### src/design/smt_pkg.sv
// Package for the sleep mode transition selector: register map, fields, states.
// Assumes one 8-bit register port and a single clock domain.
package smt_pkg;

   localparam int unsigned ADDR_W = 8;
   localparam int unsigned DATA_W = 8;

   // Register offsets.
   localparam logic [7:0] ADDR_CTRL = 8'h00;
   localparam logic [7:0] ADDR_STATUS = 8'h01;
   localparam logic [7:0] ADDR_COUNT = 8'h02;

   // Control register fields.
   localparam int unsigned CTRL_LOW_SPEED_BIT = 0;
   localparam int unsigned CTRL_MEDIUM_SPEED_BIT = 1;
   localparam int unsigned CTRL_STANDBY_BIT = 2;
   localparam int unsigned CTRL_TIMER_WATCH_BIT = 3;
   localparam int unsigned CTRL_DIRECT_BIT = 4;
   localparam int unsigned CTRL_W = 5;
   localparam logic [4:0] CTRL_RESET = 5'h00;

   // Status register fields.
   localparam int unsigned STAT_STATE_LSB = 0;
   localparam int unsigned STAT_WAKE_LSB = 3;
   localparam int unsigned STAT_UNDEF_BIT = 6;
   localparam int unsigned STAT_SLEEPING_BIT = 7;

   localparam logic [7:0] COUNT_RESET = 8'h00;

   typedef enum logic [2:0] {
      SMT_ACTIVE_HIGH = 3'b000,
      SMT_ACTIVE_MED = 3'b001,
      SMT_SUBACTIVE = 3'b010,
      SMT_SLEEP_HIGH = 3'b011,
      SMT_SLEEP_MED = 3'b100,
      SMT_SUBSLEEP = 3'b101,
      SMT_STANDBY = 3'b110,
      SMT_WATCH = 3'b111
   } smt_state_t;

   localparam smt_state_t STATE_RESET = SMT_ACTIVE_HIGH;

endpackage : smt_pkg

### src/design/smt_mode_decode.sv
// Decoder from the five control bits to the state entered on a sleep instruction.
// Assumes purely combinational use by the sequencer; no state of its own.
`timescale 1ns/10ps
module smt_mode_decode
   import smt_pkg::*;
(
   input wire logic [smt_pkg::CTRL_W-1:0] ctrl_i,
   output smt_pkg::smt_state_t target_o,
   output smt_pkg::smt_state_t resume_o,
   output logic defined_o
);
   import smt_pkg::*;

   wire ls = ctrl_i[CTRL_LOW_SPEED_BIT];
   wire ms = ctrl_i[CTRL_MEDIUM_SPEED_BIT];
   wire sb = ctrl_i[CTRL_STANDBY_BIT];
   wire tw = ctrl_i[CTRL_TIMER_WATCH_BIT];
   wire dt = ctrl_i[CTRL_DIRECT_BIT];

   // Active speed named by the medium-speed bit.
   wire smt_state_t act_speed = ms ? SMT_ACTIVE_MED : SMT_ACTIVE_HIGH;

   wire sel_sleep_high = !ls && !ms && !sb && !dt;
   wire sel_sleep_med = !ls && ms && !sb && !dt;
   wire sel_subsleep = ls && !sb && tw && !dt;
   wire sel_standby = !ls && sb && !tw && !dt;
   wire sel_watch = sb && tw && !dt;
   wire sel_direct_act = dt && !ls && !sb;
   wire sel_direct_sb = dt && sb && tw;

   // Only the five bits take part in the choice.
   always_comb begin
      target_o = SMT_ACTIVE_HIGH;
      resume_o = SMT_ACTIVE_HIGH;
      defined_o = 1'b1;
      if (sel_sleep_high) begin
         target_o = SMT_SLEEP_HIGH;
         resume_o = SMT_ACTIVE_HIGH;
      end else if (sel_sleep_med) begin
         target_o = SMT_SLEEP_MED;
         resume_o = SMT_ACTIVE_MED;
      end else if (sel_subsleep) begin
         target_o = SMT_SUBSLEEP;
         resume_o = SMT_SUBACTIVE;
      end else if (sel_standby) begin
         target_o = SMT_STANDBY;
         resume_o = act_speed;
      end else if (sel_watch) begin
         target_o = SMT_WATCH;
         resume_o = ls ? SMT_SUBACTIVE : act_speed;
      end else if (sel_direct_act) begin
         target_o = act_speed;
         resume_o = act_speed;
      end else if (sel_direct_sb) begin
         target_o = ls ? SMT_SUBACTIVE : act_speed;
         resume_o = target_o;
      end else begin
         defined_o = 1'b0;
      end
   end

endmodule : smt_mode_decode

### src/design/smt_sleep_sequencer.sv
// Top of the sleep mode transition selector with its register port.
// Assumes one clock, synchronous active-high reset, and pulses from the core.
`timescale 1ns/10ps
module smt_sleep_sequencer
   import smt_pkg::*;
(
   input wire logic ref_clk_i,
   input wire logic reset_i,
   input wire logic clk_en_i,
   input wire logic [smt_pkg::ADDR_W-1:0] reg_addr_i,
   input wire logic [smt_pkg::DATA_W-1:0] reg_wdata_i,
   input wire logic reg_write_i,
   input wire logic reg_read_i,
   output logic [smt_pkg::DATA_W-1:0] reg_rdata_o,
   input wire logic sleep_instr_i,
   input wire logic wake_irq_i,
   output smt_pkg::smt_state_t power_state_o,
   output logic cpu_run_o,
   output logic sys_osc_en_o,
   output logic medium_speed_o,
   output logic sub_clk_sel_o,
   output logic timers_run_o,
   output logic sleep_done_o
);
   import smt_pkg::*;

   // Register state.
   logic [CTRL_W-1:0] ctrl_q;
   logic [CTRL_W-1:0] ctrl_d;
   logic undef_q;
   logic undef_d;
   logic [DATA_W-1:0] count_q;
   logic [DATA_W-1:0] count_d;
   logic [DATA_W-1:0] rdata_q;
   logic [DATA_W-1:0] rdata_d;

   // Sequencer state.
   smt_state_t state_q;
   smt_state_t state_d;
   smt_state_t resume_q;
   smt_state_t resume_d;
   logic done_q;
   logic done_d;

   // Registered outputs.
   logic cpu_run_q;
   logic osc_en_q;
   logic med_q;
   logic sub_q;
   logic timers_q;

   // Register decode.
   wire hit_ctrl = (reg_addr_i == ADDR_CTRL);
   wire hit_status = (reg_addr_i == ADDR_STATUS);
   wire hit_count = (reg_addr_i == ADDR_COUNT);
   wire wr_ctrl = reg_write_i && hit_ctrl;
   wire wr_status = reg_write_i && hit_status;
   wire wr_count = reg_write_i && hit_count;

   // Mode choice from the control bits.
   smt_state_t sleep_target;
   smt_state_t sleep_resume;
   logic combo_defined;

   smt_mode_decode u_decode (
      .ctrl_i(ctrl_q),
      .target_o(sleep_target),
      .resume_o(sleep_resume),
      .defined_o(combo_defined)
   );

   logic sleeping;
   smt_state_t wake_target;

   smt_wake_select u_wake (
      .state_i(state_q),
      .latched_i(resume_q),
      .ctrl_i(ctrl_q),
      .sleeping_o(sleeping),
      .wake_o(wake_target)
   );

   // A sleep instruction only executes while the core runs.
   wire take_sleep = sleep_instr_i && !sleeping;
   wire take_wake = wake_irq_i && sleeping;
   wire bad_sleep = take_sleep && !combo_defined;
   wire good_sleep = take_sleep && combo_defined;

   // Next state.
   always_comb begin
      state_d = state_q;
      resume_d = resume_q;
      if (good_sleep) begin
         state_d = sleep_target;
         resume_d = sleep_resume;
      end else if (take_wake) begin
         state_d = wake_target;
         resume_d = wake_target;
      end
      // An undefined request falls through and keeps the active state.
   end

   // Sticky undefined flag: a new undefined request wins over a clear.
   assign undef_d = bad_sleep || (undef_q && !(wr_status && reg_wdata_i[STAT_UNDEF_BIT]));

   assign ctrl_d = wr_ctrl ? reg_wdata_i[CTRL_W-1:0] : ctrl_q;

   // Counts accepted sleep instructions; software writes to preset it.
   assign count_d = good_sleep ? count_q + 8'h01 : (wr_count ? reg_wdata_i : count_q);

   assign done_d = good_sleep || take_wake;

   // Read mux, answered one cycle after the strobe.
   wire [DATA_W-1:0] ctrl_word = {{(DATA_W-CTRL_W){1'b0}}, ctrl_q};
   wire [DATA_W-1:0] status_word = {sleeping, undef_q, 3'(resume_q), 3'(state_q)};
   assign rdata_d = !reg_read_i ? 8'h00 :
                    hit_ctrl ? ctrl_word :
                    hit_status ? status_word :
                    hit_count ? count_q : 8'h00;

   // Clock and run controls that follow each state.
   wire run_d = (state_d == SMT_ACTIVE_HIGH) || (state_d == SMT_ACTIVE_MED) ||
                (state_d == SMT_SUBACTIVE);
   wire osc_d = (state_d != SMT_SUBACTIVE) && (state_d != SMT_SUBSLEEP) &&
                (state_d != SMT_STANDBY) && (state_d != SMT_WATCH);
   wire med_d = (state_d == SMT_ACTIVE_MED) || (state_d == SMT_SLEEP_MED);
   wire sub_d = (state_d == SMT_SUBACTIVE) || (state_d == SMT_SUBSLEEP) ||
                (state_d == SMT_WATCH);
   wire timers_d = (state_d != SMT_STANDBY);

   always_ff @(posedge ref_clk_i) begin
      if (reset_i) begin
         ctrl_q <= CTRL_RESET;
         undef_q <= 1'b0;
         count_q <= COUNT_RESET;
         rdata_q <= 8'h00;
      end else if (clk_en_i) begin
         ctrl_q <= ctrl_d;
         undef_q <= undef_d;
         count_q <= count_d;
         rdata_q <= rdata_d;
      end
   end

   always_ff @(posedge ref_clk_i) begin
      if (reset_i) begin
         state_q <= STATE_RESET;
         resume_q <= STATE_RESET;
         done_q <= 1'b0;
      end else if (clk_en_i) begin
         state_q <= state_d;
         resume_q <= resume_d;
         done_q <= done_d;
      end
   end

   always_ff @(posedge ref_clk_i) begin
      if (reset_i) begin
         cpu_run_q <= 1'b1;
         osc_en_q <= 1'b1;
         med_q <= 1'b0;
         sub_q <= 1'b0;
         timers_q <= 1'b1;
      end else if (clk_en_i) begin
         cpu_run_q <= run_d;
         osc_en_q <= osc_d;
         med_q <= med_d;
         sub_q <= sub_d;
         timers_q <= timers_d;
      end
   end

   assign reg_rdata_o = rdata_q;
   assign power_state_o = state_q;
   assign cpu_run_o = cpu_run_q;
   assign sys_osc_en_o = osc_en_q;
   assign medium_speed_o = med_q;
   assign sub_clk_sel_o = sub_q;
   assign timers_run_o = timers_q;
   assign sleep_done_o = done_q;

endmodule : smt_sleep_sequencer

### src/design/smt_wake_select.sv
// Picks the active state an interrupt returns to from the current sleep state.
// Assumes the resume target was latched on sleep entry; watch reads live bits.
`timescale 1ns/10ps
module smt_wake_select
   import smt_pkg::*;
(
   input smt_pkg::smt_state_t state_i,
   input smt_pkg::smt_state_t latched_i,
   input wire logic [smt_pkg::CTRL_W-1:0] ctrl_i,
   output logic sleeping_o,
   output smt_pkg::smt_state_t wake_o
);
   import smt_pkg::*;

   wire ls = ctrl_i[CTRL_LOW_SPEED_BIT];
   wire ms = ctrl_i[CTRL_MEDIUM_SPEED_BIT];

   wire smt_state_t watch_exit = ls ? SMT_SUBACTIVE : (ms ? SMT_ACTIVE_MED : SMT_ACTIVE_HIGH);

   assign sleeping_o = (state_i == SMT_SLEEP_HIGH) || (state_i == SMT_SLEEP_MED) ||
                       (state_i == SMT_SUBSLEEP) || (state_i == SMT_STANDBY) ||
                       (state_i == SMT_WATCH);

   // Watch exit follows the low-speed bit at the moment of the interrupt.
   assign wake_o = (state_i == SMT_WATCH) ? watch_exit : latched_i;

endmodule : smt_wake_select

### config.mk
export PLATFORM = sky130hd
export DESIGN_NAME = smt_sleep_sequencer
export DESIGN_NICKNAME = d
export VERILOG_FILES = /design/src/design/smt_pkg.sv /design/src/design/smt_mode_decode.sv /design/src/design/smt_sleep_sequencer.sv /design/src/design/smt_wake_select.sv
export SDC_FILE = /design/constraint.sdc
export NUM_CORES = 1
export LEC_CHECK = 0
export BUFFER_PORTS_ARGS = -buffer_cell sky130_fd_sc_hd__buf_2
export CAP_MARGIN = 20
export CORE_ASPECT_RATIO = 0.7
export CORE_UTILIZATION = 45
export DETAILED_ROUTE_END_ITERATION = 10
export GPL_TIMING_DRIVEN = 0
export PLACE_DENSITY = 0.67
export SLEW_MARGIN = 20
export SYNTH_ARGS = -nofsm -noshare
export SYNTH_HDL_FRONTEND = slang
export SYNTH_SLANG_ARGS = --single-unit
### constraint.sdc
create_clock -name ref_clk_i -period 3.97 [get_ports ref_clk_i]
set_input_delay 0.397 -clock ref_clk_i [delete_from_list [all_inputs] [get_ports ref_clk_i]]
set_output_delay 0.397 -clock ref_clk_i [all_outputs]
set_load 0.1 [all_outputs]
==> results.json <==
{
  "die_area_mm2": 0.00464,
  "final-setup-viol-count": 0,
  "track_usage": 0.250,
  "cts_made_buffers": 5,
  "place_area_mm2": 0.00222,
  "cap_viol_max_count": 0,
  "finalWirelength_um": 5340,
  "area_growth_pct": 17.6,
  "finalCriticalPeriod_ns": 2.42,
  "synth_top_cell_area_share": 0.346,
  "syn_area_per_cell_um2": 7.80,
  "cts-hold-fix-buffers": 0,
  "status": "finished clean",
  "critPathLaunchType": "register",
  "antenna_left": 0,
  "timing.hold.ws_ns": 0.352,
  "synth.most_common_cell": "dfxtp_1",
  "final_area_mm2": 0.00231,
  "timing.reg2reg.setup_slack_ns": 1.55,
  "grt_max_degree": 11,
  "core_area_mm2": 0.00404,
  "final.setup.tns_ns": 0,
  "place_ws_ns": 1.57,
  "worstPathRequired_ns": 4.17,
  "worstHoldPathType": "in -> reg",
  "synth_warnings": 0,
  "rows": 19,
  "ys_async_sr_fraction": 0,
  "hold_viol": 0,
  "cts_root_buf": "clkbuf_8",
  "vias": 1998,
  "synthTopCellsByCount": "dfxtp_1 (34), nor2_1 (29), nand2_1 (27), o21ai_0 (27), a21oi_1 (21)",
  "syn_area_mm2": 0.00196,
  "hpwl_um": 4070,
  "fp.dieH_um": 57.3,
  "hold_depth": 3,
  "via_per_inst": 5.71,
  "worstHoldEndpoint": "ctrl_q[4]",
  "min_from": "reg_wdata_i[4]",
  "first_iter_violations": 174,
  "start_util": 0.486,
  "clkTransAtPathRegs_ns": 0.07,
  "globalRouteOverflowTotal": 0,
  "nNetsFinal": 321,
  "timing.final.crit_share": 0.610,
  "htree_levels": 2,
  "die_w_um": 81.0,
  "crit_path_top_delay_cell": "mux2i_2",
  "seq_area_frac_synth": 0.346,
  "crit_fanout": 10,
  "clock.fmax_mhz": 413,
  "cts_resized": 0,
  "path_buf_inv": 1,
  "p_per_area_mw_per_mm2": 332,
  "synthesis.nets": 276,
  "reg2reg_to": "sub_clk_sel_o",
  "max_stage_delay_ns": 0.44,
  "crit_family": "simple AND/OR/NAND/NOR gates",
  "cp.arrival_ns": 2.62,
  "port_buffers": 38,
  "clock_path_buffers": 2,
  "pin_count": 40,
  "skew_ns": 0.00687,
  "ys_types": 55,
  "route.detailed.drc": 0,
  "grt_first_pass_wirelength_um": 8580,
  "crit_chain": "buf_2 -> a21oi_4 -> nand3b_4 -> nor2_2 -> mux2i_2 -> or3b_1 -> a311oi_1",
  "yosysTopAreaCell": "dfxtp_1",
  "post_cts_buffers": 0,
  "fin_util": 0.572,
  "rr_startpoint": "power_state_o[0]",
  "end_kind": "register",
  "n_fill_cell": 418,
  "slew_violations": 0,
  "worst_pin_slew_ns": 0.847,
  "antenna_found_initial": 0,
  "drt-pass1-iter-count": 5,
  "synth-edff-count": 0,
  "synth.area.top_cells": "dfxtp_1 (35%), o21ai_0 (6.9%), nor2_1 (5.5%)",
  "syn-instance-count": 252,
  "cts_tree": "yes",
  "place_congestion": 0.820,
  "synth_ff_type": "dfxtp_1",
  "grt_pass1_vias": 1668,
  "rsz0062_at_grt": "false",
  "ir_drop_mv": 0.190,
  "clock-sinks": 34,
  "worst_slack_ns": 1.55,
  "worstSetupPathType": "reg -> reg",
  "p_leak_uw": 0.000895,
  "maxSlewHeadroom": 0.427,
  "n_antenna_cell": 0,
  "drive_above_1_share": 0.201,
  "worstSkewPairLatency_ns": 0.29,
  "r2r_cells": 7,
  "ys_ff_latch": 34,
  "post_drt_wl_per_cell_um": 15.3
}
==> worst max path at each step <==
stage                startpoint       endpoint  slack, ns  depth (start not counted)
6_report       power_state_o[0]  sub_clk_sel_o       1.55                          7
5_1_grt        power_state_o[0]  sub_clk_sel_o       1.40                          7
4_1_cts        power_state_o[0]  sub_clk_sel_o       1.55                          7
3_5_place_dp   power_state_o[0]  sub_clk_sel_o       1.57                          7
3_3_place_gp   power_state_o[1]  sub_clk_sel_o       1.59                          7
2_1_floorplan  power_state_o[0]  sub_clk_sel_o       1.39                          7
==> routing by layer <==
metal  global-route usage  up-vias  wire length (um)
met2                0.321       56              2130
met4               0.0842        0                46
met1                0.398      935              2790
met3               0.0560        6               382
li1                     -     1001                 -
met5                    0        -                 0
==> cell usage in the layout (no fill, tap or decap), types with 2 or more instances in the layout <==
cell type  count
buf_2         40
dfxtp_1       34
nor2_1        29
nand2_1       27
o21ai_0       27
a21oi_1       21
clkbuf_1      12
a22oi_1        9
nand2b_1       7
nand3_1        7
and2_1         6
nor3_1         6
clkbuf_8       6
o31ai_1        5
nor2b_1        4
inv_1          4
and3_1         4
buf_4          3
nand3b_1       3
mux2i_1        2
a211oi_1       2
a211o_1        2
a311oi_1       2
a22o_1         2
o2111ai_1      2
==> where the power goes <==
group | switching [uW] | internal, uW
registers | 7.95 | 350
clock network | 127 | 140
logic | 99.3 | 43.3
total | 234 | 534
==> stage by stage <==
stage | std cells | power [uW]
3_5_place_dp | 342 | 507
6_report | 350 | 767
5_1_grt | 350 | 803
4_1_cts | 350 | 773
2_1_floorplan | 252 | 468
3_3_place_gp | 342 | 507
==> worst reg2reg max path, stage by stage (launching register included) <==
cell	delay, ns
dfxtp_1	0.30
buf_2	0.18
a21oi_4	0.25
nand3b_4	0.14
nor2_2	0.39
mux2i_2	0.44
or3b_1	0.38
a311oi_1	0.26
==> registers in the layout (all words and copies together) (netlist names) <==
| name | cells |
|---|---|
| sleep_done_o | 1 |
| undef_q | 1 |
| ctrl_q | 5 |
| cpu_run_o | 1 |
| power_state_o | 3 |
| sys_osc_en_o | 1 |
| count_q | 8 |
| sub_clk_sel_o | 1 |
| resume_q | 3 |
| timers_run_o | 1 |
| reg_rdata_o | 8 |
| medium_speed_o | 1 |
==> cells by family (layout without fill, tap and decap cells) <==
family                   Yosys count  in the layout  synth area share
buffers and inverters             22             68            0.0529
flip-flops                        34             34             0.346
XOR/XNOR                           1              1           0.00446
AND/OR/NAND/NOR                  103            103             0.264
AO/OA/AOI/OAI                     87             87             0.303
adder cells (fa/ha/maj)            1              1           0.00637
multiplexers                       4              4            0.0229
==> final cells by class <==
class / instances / area [um2] / area share
inverters: 5 / 18.8 / 0.00812
plain buffers: 17 / 85.1 / 0.0368
well taps: 52 / 65.1 / 0.0282
multi-input cells: 196 / 1180 / 0.511
repair buffers: 38 / 190 / 0.0823
flip-flops and latches: 34 / 681 / 0.295
clock inverters: 1 / 5.00 / 0.00217
clock buffers: 7 / 86.3 / 0.0374
(Power assumes the default switching activity.)
